<file path="src/hdl/mrlh_map.svh">
// constants for the mode, reset and limp home controller
// assumes inclusion by the package; the design modules use its macros without including it
`ifndef MRLH_MAP_SVH
`define MRLH_MAP_SVH
`define MRLH_CLK_MHZ        200
`define MRLH_UVR_DLY_NS     1000
`define MRLH_NCH            8
`define MRLH_LH_CH_A        4
`define MRLH_LH_CH_B        5
`define MRLH_CH_OFF         8'h00
`define MRLH_CTRL_DEF       8'h00
`define MRLH_DIAG_DEF       8'h00
`define MRLH_CNT_ZERO       8'h00
`endif

</file>
<file path="src/hdl/mrlh_pkg.sv">
// types for the mode, reset and limp home controller
// assumes the map header is on the include path
package mrlh_pkg;
`include "mrlh_map.svh"
   // operating modes of the device
   typedef enum logic [1:0] {
      MRLH_SLEEP,
      MRLH_ON,
      MRLH_LIMP
   } mrlh_mode_t;
   // serial commands decoded by the interface logic, one-cycle pulses
   typedef struct packed {
      logic wake;
      logic stb;
      logic rst;
      logic wr;
   } mrlh_cmd_t;
   // supply status levels
   typedef struct packed {
      logic vbb_ok;
      logic vdd_ok;
   } mrlh_sup_t;
endpackage

</file>
<file path="src/hdl/mrlh_uv_filter.sv">
// battery undervoltage reset qualifier: holds reset while any supply is low
// assumes supply status levels synchronous to clk_in
`timescale 1ns/1ps
`default_nettype none
module mrlh_uv_filter
   import mrlh_pkg::*;
#(
   parameter int REL_CYC = 4 // cycles of good supply before release
) (
   // clock and reset
   input  wire logic clk_in,
   input  wire logic rstn_in,
   // supply status
   input  wire logic vbb_ok_in,
   input  wire logic vdd_ok_in,
   // reset request to the controller
   output logic      uv_rst_out
);
   logic [7:0] cnt_r;   // good-supply cycle count
   logic       all_ok;  // every supply above threshold
   assign all_ok = vbb_ok_in & vdd_ok_in;
   // ------------------------------------------------
   // reset asserts on the first edge that samples a supply low; releases after REL_CYC
   // ------------------------------------------------
   always_ff @(posedge clk_in or negedge rstn_in) begin
      if (!rstn_in) begin
         cnt_r      <= `MRLH_CNT_ZERO;
         uv_rst_out <= 1'b1;
      end else if (!all_ok) begin
         cnt_r      <= `MRLH_CNT_ZERO;
         uv_rst_out <= 1'b1;
      end else if (cnt_r < 8'(REL_CYC)) begin
         cnt_r      <= cnt_r + 8'h01;
         uv_rst_out <= 1'b1;
      end else begin
         uv_rst_out <= 1'b0;
      end
   end
endmodule
`default_nettype wire

</file>
<file path="src/hdl/mrlh_ctrl.sv">
// mode, reset and limp home controller of an eight channel relay switch
// assumes all inputs are synchronous to clk_in; commands arrive decoded
`timescale 1ns/1ps
`default_nettype none
module mrlh_ctrl
   import mrlh_pkg::*;
#(
   parameter int NCH     = `MRLH_NCH,
   parameter int REL_CYC = (`MRLH_UVR_DLY_NS * `MRLH_CLK_MHZ) / 1000 / 50
) (
   // clock and reset
   input  wire logic             clk_in,
   input  wire logic             rstn_in,
   // supplies and fail-safe pin
   input  wire logic             vbb_ok_in,
   input  wire logic             vdd_ok_in,
   input  wire logic             limp_home_input_in,
   input  wire logic [1:0]       in_pin_in,
   // decoded serial commands and write data
   input  wire mrlh_cmd_t        cmd_in,
   input  wire logic [NCH-1:0]   ctrl_wdata_in,
   input  wire logic [7:0]       diag_set_in,
   input  wire logic             rd_in,
   input  wire logic             ter_clr_in,
   // status and outputs
   output mrlh_mode_t            mode_out,
   output logic [NCH-1:0]        ch_on_out,
   output logic [NCH-1:0]        ctrl_reg_out,
   output logic [7:0]            diag_reg_out,
   output logic                  transmission_error_flag_out,
   output logic                  std_frame_sel_out,
   output logic                  spi_avail_out,
   output logic                  diag_en_out,
   output logic                  limp_status_out
);
   // ------------------------------------------------
   // internal signals
   // ------------------------------------------------
   logic       uv_rst;       // undervoltage reset, held by the filter
   logic       lhi_d_r;      // previous limp home input sample
   logic       lhi_fall;     // end of limp home
   logic       lhi_rise;     // start of limp home
   logic       cmd_ok;       // command accepted
   logic       any_rst;      // any reset source this cycle
   logic       bank_clr;     // clear register banks this cycle
   logic       ch_kill;      // force every channel off this cycle
   mrlh_mode_t mode_nxt;     // next mode
   logic [NCH-1:0] ch_nxt;   // next channel drive
   logic [NCH-1:0] lh_ch;    // channel drive in limp home

   mrlh_uv_filter #(
      .REL_CYC (REL_CYC)
   ) u_uv (
      .clk_in     (clk_in),
      .rstn_in    (rstn_in),
      .vbb_ok_in  (vbb_ok_in),
      .vdd_ok_in  (vdd_ok_in),
      .uv_rst_out (uv_rst)
   );

   // ------------------------------------------------
   // event decode
   // ------------------------------------------------
   assign lhi_rise = limp_home_input_in & ~lhi_d_r;
   assign lhi_fall = ~limp_home_input_in & lhi_d_r;
   // commands need the logic supply and are dropped in limp home
   assign cmd_ok   = vdd_ok_in & (mode_out != MRLH_LIMP)
                   & ~limp_home_input_in;
   assign any_rst  = uv_rst | (cmd_ok & cmd_in.rst) | lhi_rise
                   | lhi_fall;
   assign bank_clr = any_rst | (mode_nxt == MRLH_SLEEP)
                   | limp_home_input_in;

   // ------------------------------------------------
   // next mode: limp home wins over everything but battery loss
   // ------------------------------------------------
   always_comb begin
      mode_nxt = mode_out;
      case (mode_out)
         MRLH_SLEEP: begin
            if (limp_home_input_in && vbb_ok_in)
               mode_nxt = MRLH_LIMP;
            else if (cmd_ok && cmd_in.wake && !uv_rst)
               mode_nxt = MRLH_ON;
         end
         MRLH_ON: begin
            if (limp_home_input_in)
               mode_nxt = MRLH_LIMP;
            else if (cmd_ok && cmd_in.stb)
               mode_nxt = MRLH_SLEEP;
         end
         MRLH_LIMP: begin
            if (!limp_home_input_in)
               mode_nxt = MRLH_SLEEP;
         end
         default: mode_nxt = MRLH_SLEEP;
      endcase
      // battery loss: no limp home, back to sleep with defaults
      if (!vbb_ok_in)
         mode_nxt = MRLH_SLEEP;
   end

   // ------------------------------------------------
   // channel drive: limp home routes pins to the auto channels
   // ------------------------------------------------
   always_comb begin
      lh_ch = `MRLH_CH_OFF;
      lh_ch[`MRLH_LH_CH_A] = in_pin_in[0];
      lh_ch[`MRLH_LH_CH_B] = in_pin_in[1];
   end
   // limp home needs only battery: a held supply reset caused by a missing
   // logic supply must not starve the limp channels, so only limp edges
   // and battery loss switch them off while in limp home
   assign ch_kill = (lhi_rise | lhi_fall | (cmd_ok & cmd_in.rst))
                  | (uv_rst & (mode_nxt != MRLH_LIMP));
   assign ch_nxt = (!vbb_ok_in || ch_kill) ? `MRLH_CH_OFF :
                   (mode_nxt == MRLH_LIMP) ? lh_ch :
                   (mode_nxt == MRLH_ON)   ? ctrl_reg_out :
                   `MRLH_CH_OFF;

   // ------------------------------------------------
   // mode and channel registers
   // ------------------------------------------------
   always_ff @(posedge clk_in or negedge rstn_in) begin
      if (!rstn_in) begin
         mode_out  <= MRLH_SLEEP;
         ch_on_out <= `MRLH_CH_OFF;
         lhi_d_r   <= 1'b0;
      end else begin
         mode_out  <= mode_nxt;
         ch_on_out <= ch_nxt;
         lhi_d_r   <= limp_home_input_in;
      end
   end

   // ------------------------------------------------
   // register banks: control and diagnosis
   // ------------------------------------------------
   always_ff @(posedge clk_in or negedge rstn_in) begin
      if (!rstn_in) begin
         ctrl_reg_out <= `MRLH_CTRL_DEF;
         diag_reg_out <= `MRLH_DIAG_DEF;
      end else if (bank_clr) begin
         ctrl_reg_out <= `MRLH_CTRL_DEF;
         diag_reg_out <= (any_rst) ? `MRLH_DIAG_DEF : diag_set_in;
      end else begin
         if (cmd_ok && cmd_in.wr)
            ctrl_reg_out <= ctrl_wdata_in;
         diag_reg_out <= diag_reg_out | diag_set_in;
      end
   end

   // ------------------------------------------------
   // error flag: set on reset wins over a clear by a read
   // ------------------------------------------------
   always_ff @(posedge clk_in or negedge rstn_in) begin
      if (!rstn_in)
         transmission_error_flag_out <= 1'b1;
      else if (any_rst)
         transmission_error_flag_out <= 1'b1;
      else if (ter_clr_in && vdd_ok_in)
         transmission_error_flag_out <= 1'b0;
   end

   // ------------------------------------------------
   // availability and read selection
   // ------------------------------------------------
   always_ff @(posedge clk_in or negedge rstn_in) begin
      if (!rstn_in) begin
         std_frame_sel_out <= 1'b1;
         spi_avail_out     <= 1'b0;
         diag_en_out       <= 1'b0;
         limp_status_out   <= 1'b0;
      end else begin
         std_frame_sel_out <= uv_rst | (rd_in & uv_rst);
         spi_avail_out     <= vdd_ok_in;
         diag_en_out       <= vbb_ok_in & ~limp_home_input_in;
         limp_status_out   <= (mode_nxt == MRLH_LIMP);
      end
   end
endmodule
`default_nettype wire

</file>
<file path="config.mk">
export PLATFORM = sky130hd
export DESIGN_NAME = mrlh_ctrl
export DESIGN_NICKNAME = d
export VERILOG_FILES = /design/src/hdl/mrlh_pkg.sv /design/src/hdl/mrlh_uv_filter.sv /design/src/hdl/mrlh_ctrl.sv
export VERILOG_INCLUDE_DIRS = /design/src /design/src/hdl
export SDC_FILE = /design/constraint.sdc
export NUM_CORES = 1
export LEC_CHECK = 0
export BUFFER_PORTS_ARGS = -buffer_cell sky130_fd_sc_hd__buf_2
export CAP_MARGIN = 10
export CORE_ASPECT_RATIO = 1.5
export CORE_MARGIN = 8
export CORE_UTILIZATION = 30
export DETAILED_ROUTE_END_ITERATION = 12
export GPL_ROUTABILITY_DRIVEN = 1
export GPL_TIMING_DRIVEN = 0
export PLACE_DENSITY = 0.52
export SLEW_MARGIN = 10
export SYNTH_ARGS = -nofsm -noshare
export SYNTH_HDL_FRONTEND = slang
export SYNTH_HIERARCHICAL = 1
export SYNTH_SLANG_ARGS = --single-unit
</file>
<file path="constraint.sdc">
create_clock -name clk_in -period 3 [get_ports clk_in]
set_clock_uncertainty 0.2 [all_clocks]
set_input_delay 0.15 -clock clk_in [delete_from_list [all_inputs] [get_ports clk_in]]
set_output_delay 0.15 -clock clk_in [all_outputs]
set_load 0.02 [all_outputs]
</file>
# ---- Word level (Yosys, flattened, before mapping)
# Index checks and enable logic that the tools add are counted.
dict set report totals {
  regBits 41
  latchBits 0
  ram_bits 0
  rom_bits 0
  word_cells 75
  n_memories 0
}
dict set report classes {
  addsub 1
  mul 0
  div 0
  magnitude_cmp 1
  n_eq_ne 7
  n_shift 0
  mux 20
  bitwise_logic 21
  n_reduce_logical 13
}
# cell n
set op_table {}
lappend op_table {{8-bit two-way mux} 9}
lappend op_table {{2-bit two-way mux} 6}
lappend op_table {{1-bit bitwise AND} 9}
lappend op_table {{1-bit OR} 9}
lappend op_table {{8-bit by 1-bit adder with 8-bit output (second input constant)} 1}
lappend op_table {{8-bit by 3-bit < comparator with 1-bit output (second input constant)} 1}
lappend op_table {{8-bit OR} 1}
lappend op_table {{1-bit logical AND} 6}
lappend op_table {{2-bit != test (second input constant)} 3}
lappend op_table {{2-bit case mux with 3 select lines} 1}
lappend op_table {{2-bit by 1-bit == test with 1-bit output (second input constant)} 2}
lappend op_table {{2-bit == test (second input constant)} 2}
lappend op_table {{2-bit logical NOT} 2}
lappend op_table {{1-bit two-way mux} 4}
lappend op_table {{2-bit nonzero test} 2}
lappend op_table {{1-bit logical NOT} 2}
lappend op_table {{1-bit NOT} 2}
lappend op_table {{1-bit logical OR} 1}

# ---- Longest topological paths before layout
dict set report depth {
  word_depth 14
  mapped_depth 5
  depth_no_buf 5
}

# ---- By module
# Netlist, hierarchy kept.
# module n_inst cells_each area_per_inst_um2
set modules_own_cells {}
lappend modules_own_cells {mrlh_ctrl 1 133 1540.2}
lappend modules_own_cells {mrlh_uv_filter 1 30 359.1}

# ---- Least setup slack after synthesis
# OpenSTA, ideal clock, no wires.
dict set report synth_timing {
  path_kind {register to register}
  from {register mode_out[0]}
  to {register diag_reg_out[2]}
  setup_time_ns 0.087
  arrival_time_ns 1.253
  slack_ns 1.460
  stages_incl_launch_ff 5
  path_buffers 1
  synth_period_minus_slack_ns 1.540
  cell_sequence {dfrtp_1 and4bb_4 o21ai_4 buf_6 a211oi_2}
}
dict set report synth_via {
  elab_chain_len 13
  elab_cells_between_ends 25
  classes_between {3 x eq/ne; 9 x mux; 8 x bitwise; 5 x reduce/logical}
}
# element line_no
set synth_lines {}
lappend synth_lines {{start, declared} mrlh_ctrl.sv:26} ;# output mrlh_mode_t mode_out,
lappend synth_lines {{start signal, assigned} mrlh_ctrl.sv:130} ;# mode_out <= mode_nxt;
lappend synth_lines {{2-bit != test} mrlh_ctrl.sv:67} ;# assign cmd_ok = vdd_ok_in & (mode_out != MRLH_LIMP)
lappend synth_lines {{1-bit bitwise AND} mrlh_ctrl.sv:67}
lappend synth_lines {{1-bit bitwise AND} mrlh_ctrl.sv:68} ;# & ~limp_home_input_in;
lappend synth_lines {{1-bit logical AND (2 in a row)} mrlh_ctrl.sv:83} ;# else if (cmd_ok && cmd_in.wake && !uv_rst)
lappend synth_lines {{2-bit two-way mux} mrlh_ctrl.sv:83}
lappend synth_lines {{2-bit two-way mux} mrlh_ctrl.sv:81} ;# if (limp_home_input_in && vbb_ok_in)
lappend synth_lines {{2-bit case mux with 3 select lines} mrlh_ctrl.sv:79} ;# case (mode_out)
lappend synth_lines {{2-bit two-way mux} mrlh_ctrl.sv:99} ;# if (!vbb_ok_in)
lappend synth_lines {{2-bit logical NOT} mrlh_ctrl.sv:71} ;# assign bank_clr = any_rst | (mode_nxt == MRLH_SLEEP)
lappend synth_lines {{1-bit OR} mrlh_ctrl.sv:71}
lappend synth_lines {{1-bit OR} mrlh_ctrl.sv:72} ;# | limp_home_input_in;
lappend synth_lines {{8-bit two-way mux (*)} mrlh_ctrl.sv:143} ;# end else if (bank_clr) begin
lappend synth_lines {{end signal, assigned} mrlh_ctrl.sv:142} ;# diag_reg_out <= `MRLH_DIAG_DEF;
lappend synth_lines {{end signal, assigned} mrlh_ctrl.sv:145} ;# diag_reg_out <= (any_rst) ? `MRLH_DIAG_DEF : diag_set_in;
lappend synth_lines {{end signal, assigned} mrlh_ctrl.sv:149} ;# diag_reg_out <= diag_reg_out | diag_set_in;
lappend synth_lines {{end, declared} mrlh_ctrl.sv:29} ;# output logic [7:0] diag_reg_out,
# Mark *: on every way between the ends. The rest lies on a longest branch, timed or not.
# A chain may end at the register's enable or synchronous reset.

# ---- Final worst setup path
dict set report layout_timing {
  from {input limp_home_input_in}
  to {register ctrl_reg_out[1]}
}
dict set report layout_via {
  elab_chain_len 12
  elab_cells_between_ends 25
  classes_between {8 x mux; 10 x bitwise; 7 x reduce/logical}
}
# element line_no
set layout_lines {}
lappend layout_lines {{start, declared} mrlh_ctrl.sv:17} ;# input wire logic limp_home_input_in,
lappend layout_lines {{1-bit NOT} {mrlh_ctrl.sv:65, mrlh_ctrl.sv:68}}
lappend layout_lines {{1-bit bitwise AND} mrlh_ctrl.sv:68}
lappend layout_lines {{1-bit logical AND (2 in a row)} mrlh_ctrl.sv:83}
lappend layout_lines {{2-bit two-way mux} mrlh_ctrl.sv:83}
lappend layout_lines {{2-bit two-way mux} mrlh_ctrl.sv:81}
lappend layout_lines {{2-bit case mux with 3 select lines} mrlh_ctrl.sv:79}
lappend layout_lines {{2-bit two-way mux} mrlh_ctrl.sv:99}
lappend layout_lines {{2-bit logical NOT} mrlh_ctrl.sv:71}
lappend layout_lines {{1-bit OR} mrlh_ctrl.sv:71}
lappend layout_lines {{1-bit OR} mrlh_ctrl.sv:72}
lappend layout_lines {{8-bit two-way mux / 2-bit nonzero test (equally long branches)} n/a}
lappend layout_lines {{end signal, assigned} mrlh_ctrl.sv:141} ;# ctrl_reg_out <= `MRLH_CTRL_DEF;
lappend layout_lines {{end signal, assigned} mrlh_ctrl.sv:144} ;# ctrl_reg_out <= `MRLH_CTRL_DEF;
lappend layout_lines {{end signal, assigned} mrlh_ctrl.sv:148} ;# ctrl_reg_out <= ctrl_wdata_in;
lappend layout_lines {{end, declared} mrlh_ctrl.sv:28} ;# output logic [NCH-1:0] ctrl_reg_out,
# Parallel ways exist; a longest one is shown, timed or not.

==> flow_metrics.py <==
metrics = {
    "status": {
        "status": "finished, final reports clean",
    },
    "floorplan": {
        "die_y_um": 113,
        "core_sq_um": 6130,
        "core.rowCount": 35,
        "die_x_um": 81.0,
        "start_util_pct": 31.0,
        "dieArea_sq_um": 9190,
        "ios": 60,
    },
    "global_routing": {
        "grt_pass1_wl_um": 8110,
        "track_usage_pct": 11.4,
        "globalRouteOverflowTotal": 0,
        "antenna_found_initial": 0,
        "grt_pass1_vias": 1600,
        "grt_max_degree": 42,
    },
    "cts": {
        "h-tree-depth": 2,
        "cts_buffers": 5,
        "clock_latency_ns": 0.29,
        "cts_setup_buffers": 0,
        "clockBufferDepth": 2,
        "clk_pin_slew_ns": 0.08,
        "cts_tree": "built",
        "cts-root-buf": "clkbuf_8",
        "cts_sinks": 41,
    },
    "yosys": {
        "synth.most_common_cell": "dfrtp_1",
        "synth-main-ff-cell": "dfrtp_1",
        "netlist.area_leader.share_pct": 50.1,
        "async_reset_ff_share_pct": 100,
        "synth.avg_cell_area_sq_um": 11.7,
        "syn_inst": 163,
        "ys_types": 40,
        "synth_area_sq_um": 1900,
        "yosysSeqAreaShare_pct": 54.2,
        "synth_area_leaders": "dfrtp_1 50%, a211oi_2 8.6%, o21ai_0 4.2%",
        "ys_ff_latch": 41,
        "synth_common_cells": "38 x dfrtp_1, 18 x inv_1, 16 x o21ai_0",
        "yosys_warnings": 6,
        "synth_edf_count": 0,
        "synth_top_area_cell": "dfrtp_1",
        "synth_nets": 195,
    },
    "timing": {
        "slew_violations": 0,
        "relSlewSlack_pct": 38.1,
        "worstMarginPinSlew_ns": 0.929,
        "setup_viol": 0,
        "hold_viol": 0,
        "fin_crit_sh_pct": 72.3,
        "fin_crit_ns": 2.17,
        "tns_ns": 0,
        "rsz0062_at_grt": "false",
        "fmax_ghz": 0.461,
    },
    "power": {
        "p_clk_share_pct": 39.4,
        "p_leak_nw": 1.25,
        "ir_drop_uv": 247,
        "p_comb_share_pct": 9.5,
        "powerDensity_nw_per_um2": 420,
        "p_sw_w": 0.000244,
        "cellInternalPower_w": 0.000853,
        "power.share.sequential_pct": 51.1,
        "power.share.switching_pct": 22.3,
    },
    "worst_setup_path": {
        "worstSetupPathType": "in2reg",
        "setup.worst_path.end_class": "flop",
        "crit_fanout": 10,
        "critPathLaunchType": "input pin",
        "cpPeakStageDelay_ns": 0.52,
        "crit_chain": "dlygate4sd3_1, buf_2, inv_1, ha_1, nor3_2, o21ai_4, a211oi_2",
        "cp.required_ns": 3.00,
        "worstPathArrival_ns": 2.17,
        "slowest_stage": "dlygate4sd3_1",
    },
    "route": {
        "drtPass1Iterations": 4,
        "drtIter0Drc": 83,
        "wirelength_um": 4920,
        "drc": 0,
        "wl_per_cell_um": 15.1,
        "ant_nets": 0,
        "vias_per_cell": 4.67,
        "vias": 1519,
    },
    "placed_design": {
        "place_inst": 295,
        "dpl.hpwl_um": 3490,
        "io_buffers": 58,
        "dpl_cell_area_sq_um": 2280,
        "gp_congestion": 0.715,
    },
    "job": {
        "cap_viol_max_count": 0,
    },
    "final_layout": {
        "nets": 282,
        "final_cell_area_sq_um": 2610,
        "synthToLayoutAreaGrowth_pct": 37.4,
        "diodes": 0,
        "fin_cells": 325,
        "drive_gt1_share_pct": 38.6,
        "final.fill_count": 608,
    },
    "hold_path": {
        "hold_class": "in2reg",
    },
}
[registers in the layout (all words and copies together) (netlist names)]
| name | flops |
|---|---|
| diag_reg_out | 8 |
| spi_avail_out | 1 |
| ch_on_out | 8 |
| u_uv/cnt_r | 8 |
| limp_status_out | 1 |
| u_uv/uv_rst_out | 1 |
| diag_en_out | 1 |
| std_frame_sel_out | 1 |
| ctrl_reg_out | 8 |
| lhi_d_r | 1 |
| mode_out | 2 |
| transmission_error_flag_out | 1 |
[power by group through the flow]
| stage | logic (W) | clock network [W] | registers [W] |
|---|---|---|---|
| 2_1_floorplan | 0.0000314 | 0 | 0.000575 |
| 3_3_place_gp | 0.0000826 | 0 | 0.000571 |
| 3_5_place_dp | 0.0000839 | 0 | 0.000572 |
| 4_1_cts | 0.000106 | 0.000453 | 0.000561 |
| 5_1_grt | 0.000116 | 0.000477 | 0.000562 |
| 6_report | 0.000104 | 0.000432 | 0.000561 |
[final timing paths]
path,from,endpoint,slack [ns],cells past startpoint
worst max-delay path,limp_home_input_in,ctrl_reg_out[1],0.83,7
worst min-delay path,vbb_ok_in,diag_en_out,0.02,2
worst max register to register,lhi_d_r,ctrl_reg_out[1],1.11,5
worst min register to register,u_uv/uv_rst_out,std_frame_sel_out,0.29,1
max in group asynchronous,rstn_in,ctrl_reg_out[3],1.68,2
min in group asynchronous,rstn_in,u_uv/cnt_r[5],0.34,2
[what timing repair did]
action | in CTS | in global routing
endpoints found under the hold margin | 60 | 0
hold buffers | 22 | 0
gates resized for setup | 0 | 0
[layout by cell type (no fill, tap or decap), drive strengths merged]
cell type,netlist,final
a211oi,18,18
a21boi,3,3
a21o,1,1
and2,4,4
and3,5,5
and3b,1,1
and4bb,1,1
buf,4,62
bufinv,0,1
clkbuf,3,9
clkinv,0,1
dfrtp,38,38
dfstp,3,3
dlygate4sd3,0,22
ha,3,3
inv,18,18
mux2i,2,2
nand2,9,9
nand2b,2,2
nand3,10,10
nand3b,2,2
nor2,2,2
nor2b,2,2
nor3,7,7
nor3b,1,1
nor4,1,1
o211ai,3,3
o21ai,19,19
o221ai,1,1
[through the flow]
step                setup slack [ns]  total power [W]  util [%]  hold slack (ns)
floorplan                       1.46         0.000607         -           -0.346
global placement                1.02         0.000654      37.2            0.156
detailed placement              1.04         0.000656      37.2            0.156
CTS                            0.803          0.00112      42.6          0.00576
global route                   0.637          0.00115      42.6           0.0315
finish                         0.832          0.00110      42.6           0.0197
[routing by layer]
layer	vias to the layer above	wire length, um	GRT usage, %
li1	742	-	-
met1	732	2010	13.3
met2	40	2480	18.4
met3	5	342	3.07
met4	0	90	5.63
met5	-	0	0
[worst max-delay path, delay by kind of cell]
kind / cells / cell delay (ns)
AO/OA/AOI/OAI: 2 / 0.47
adder cells (fa/ha/maj): 1 / 0.20
buffers and inverters: 3 / 0.82
AND/OR/NAND/NOR: 1 / 0.52
[area by class of cell]
cell class / instances / area, sq um / area share [%]
sequential: 41 / 1030 / 39.5
multi-input combinational: 97 / 748 / 28.7
timing repair buffer: 80 / 510 / 19.6
tap: 74 / 92.6 / 3.55
clock buffer: 6 / 72.6 / 2.78
inverter: 18 / 67.6 / 2.59
buffer: 7 / 53.8 / 2.06
clock inverter: 2 / 35.0 / 1.34
[kinds of logic after synthesis]
kind of cell / Yosys count / share of synthesized area [%]
and+or+nand+nor: 47 / 16.2
AOI/OAI and AO/OA: 45 / 20.2
DFF: 41 / 54.2
buffers and inverters: 25 / 6.39
adders and majority gates: 3 / 1.98
muxes: 2 / 1.05
Power figures use the tool's default switching activity.
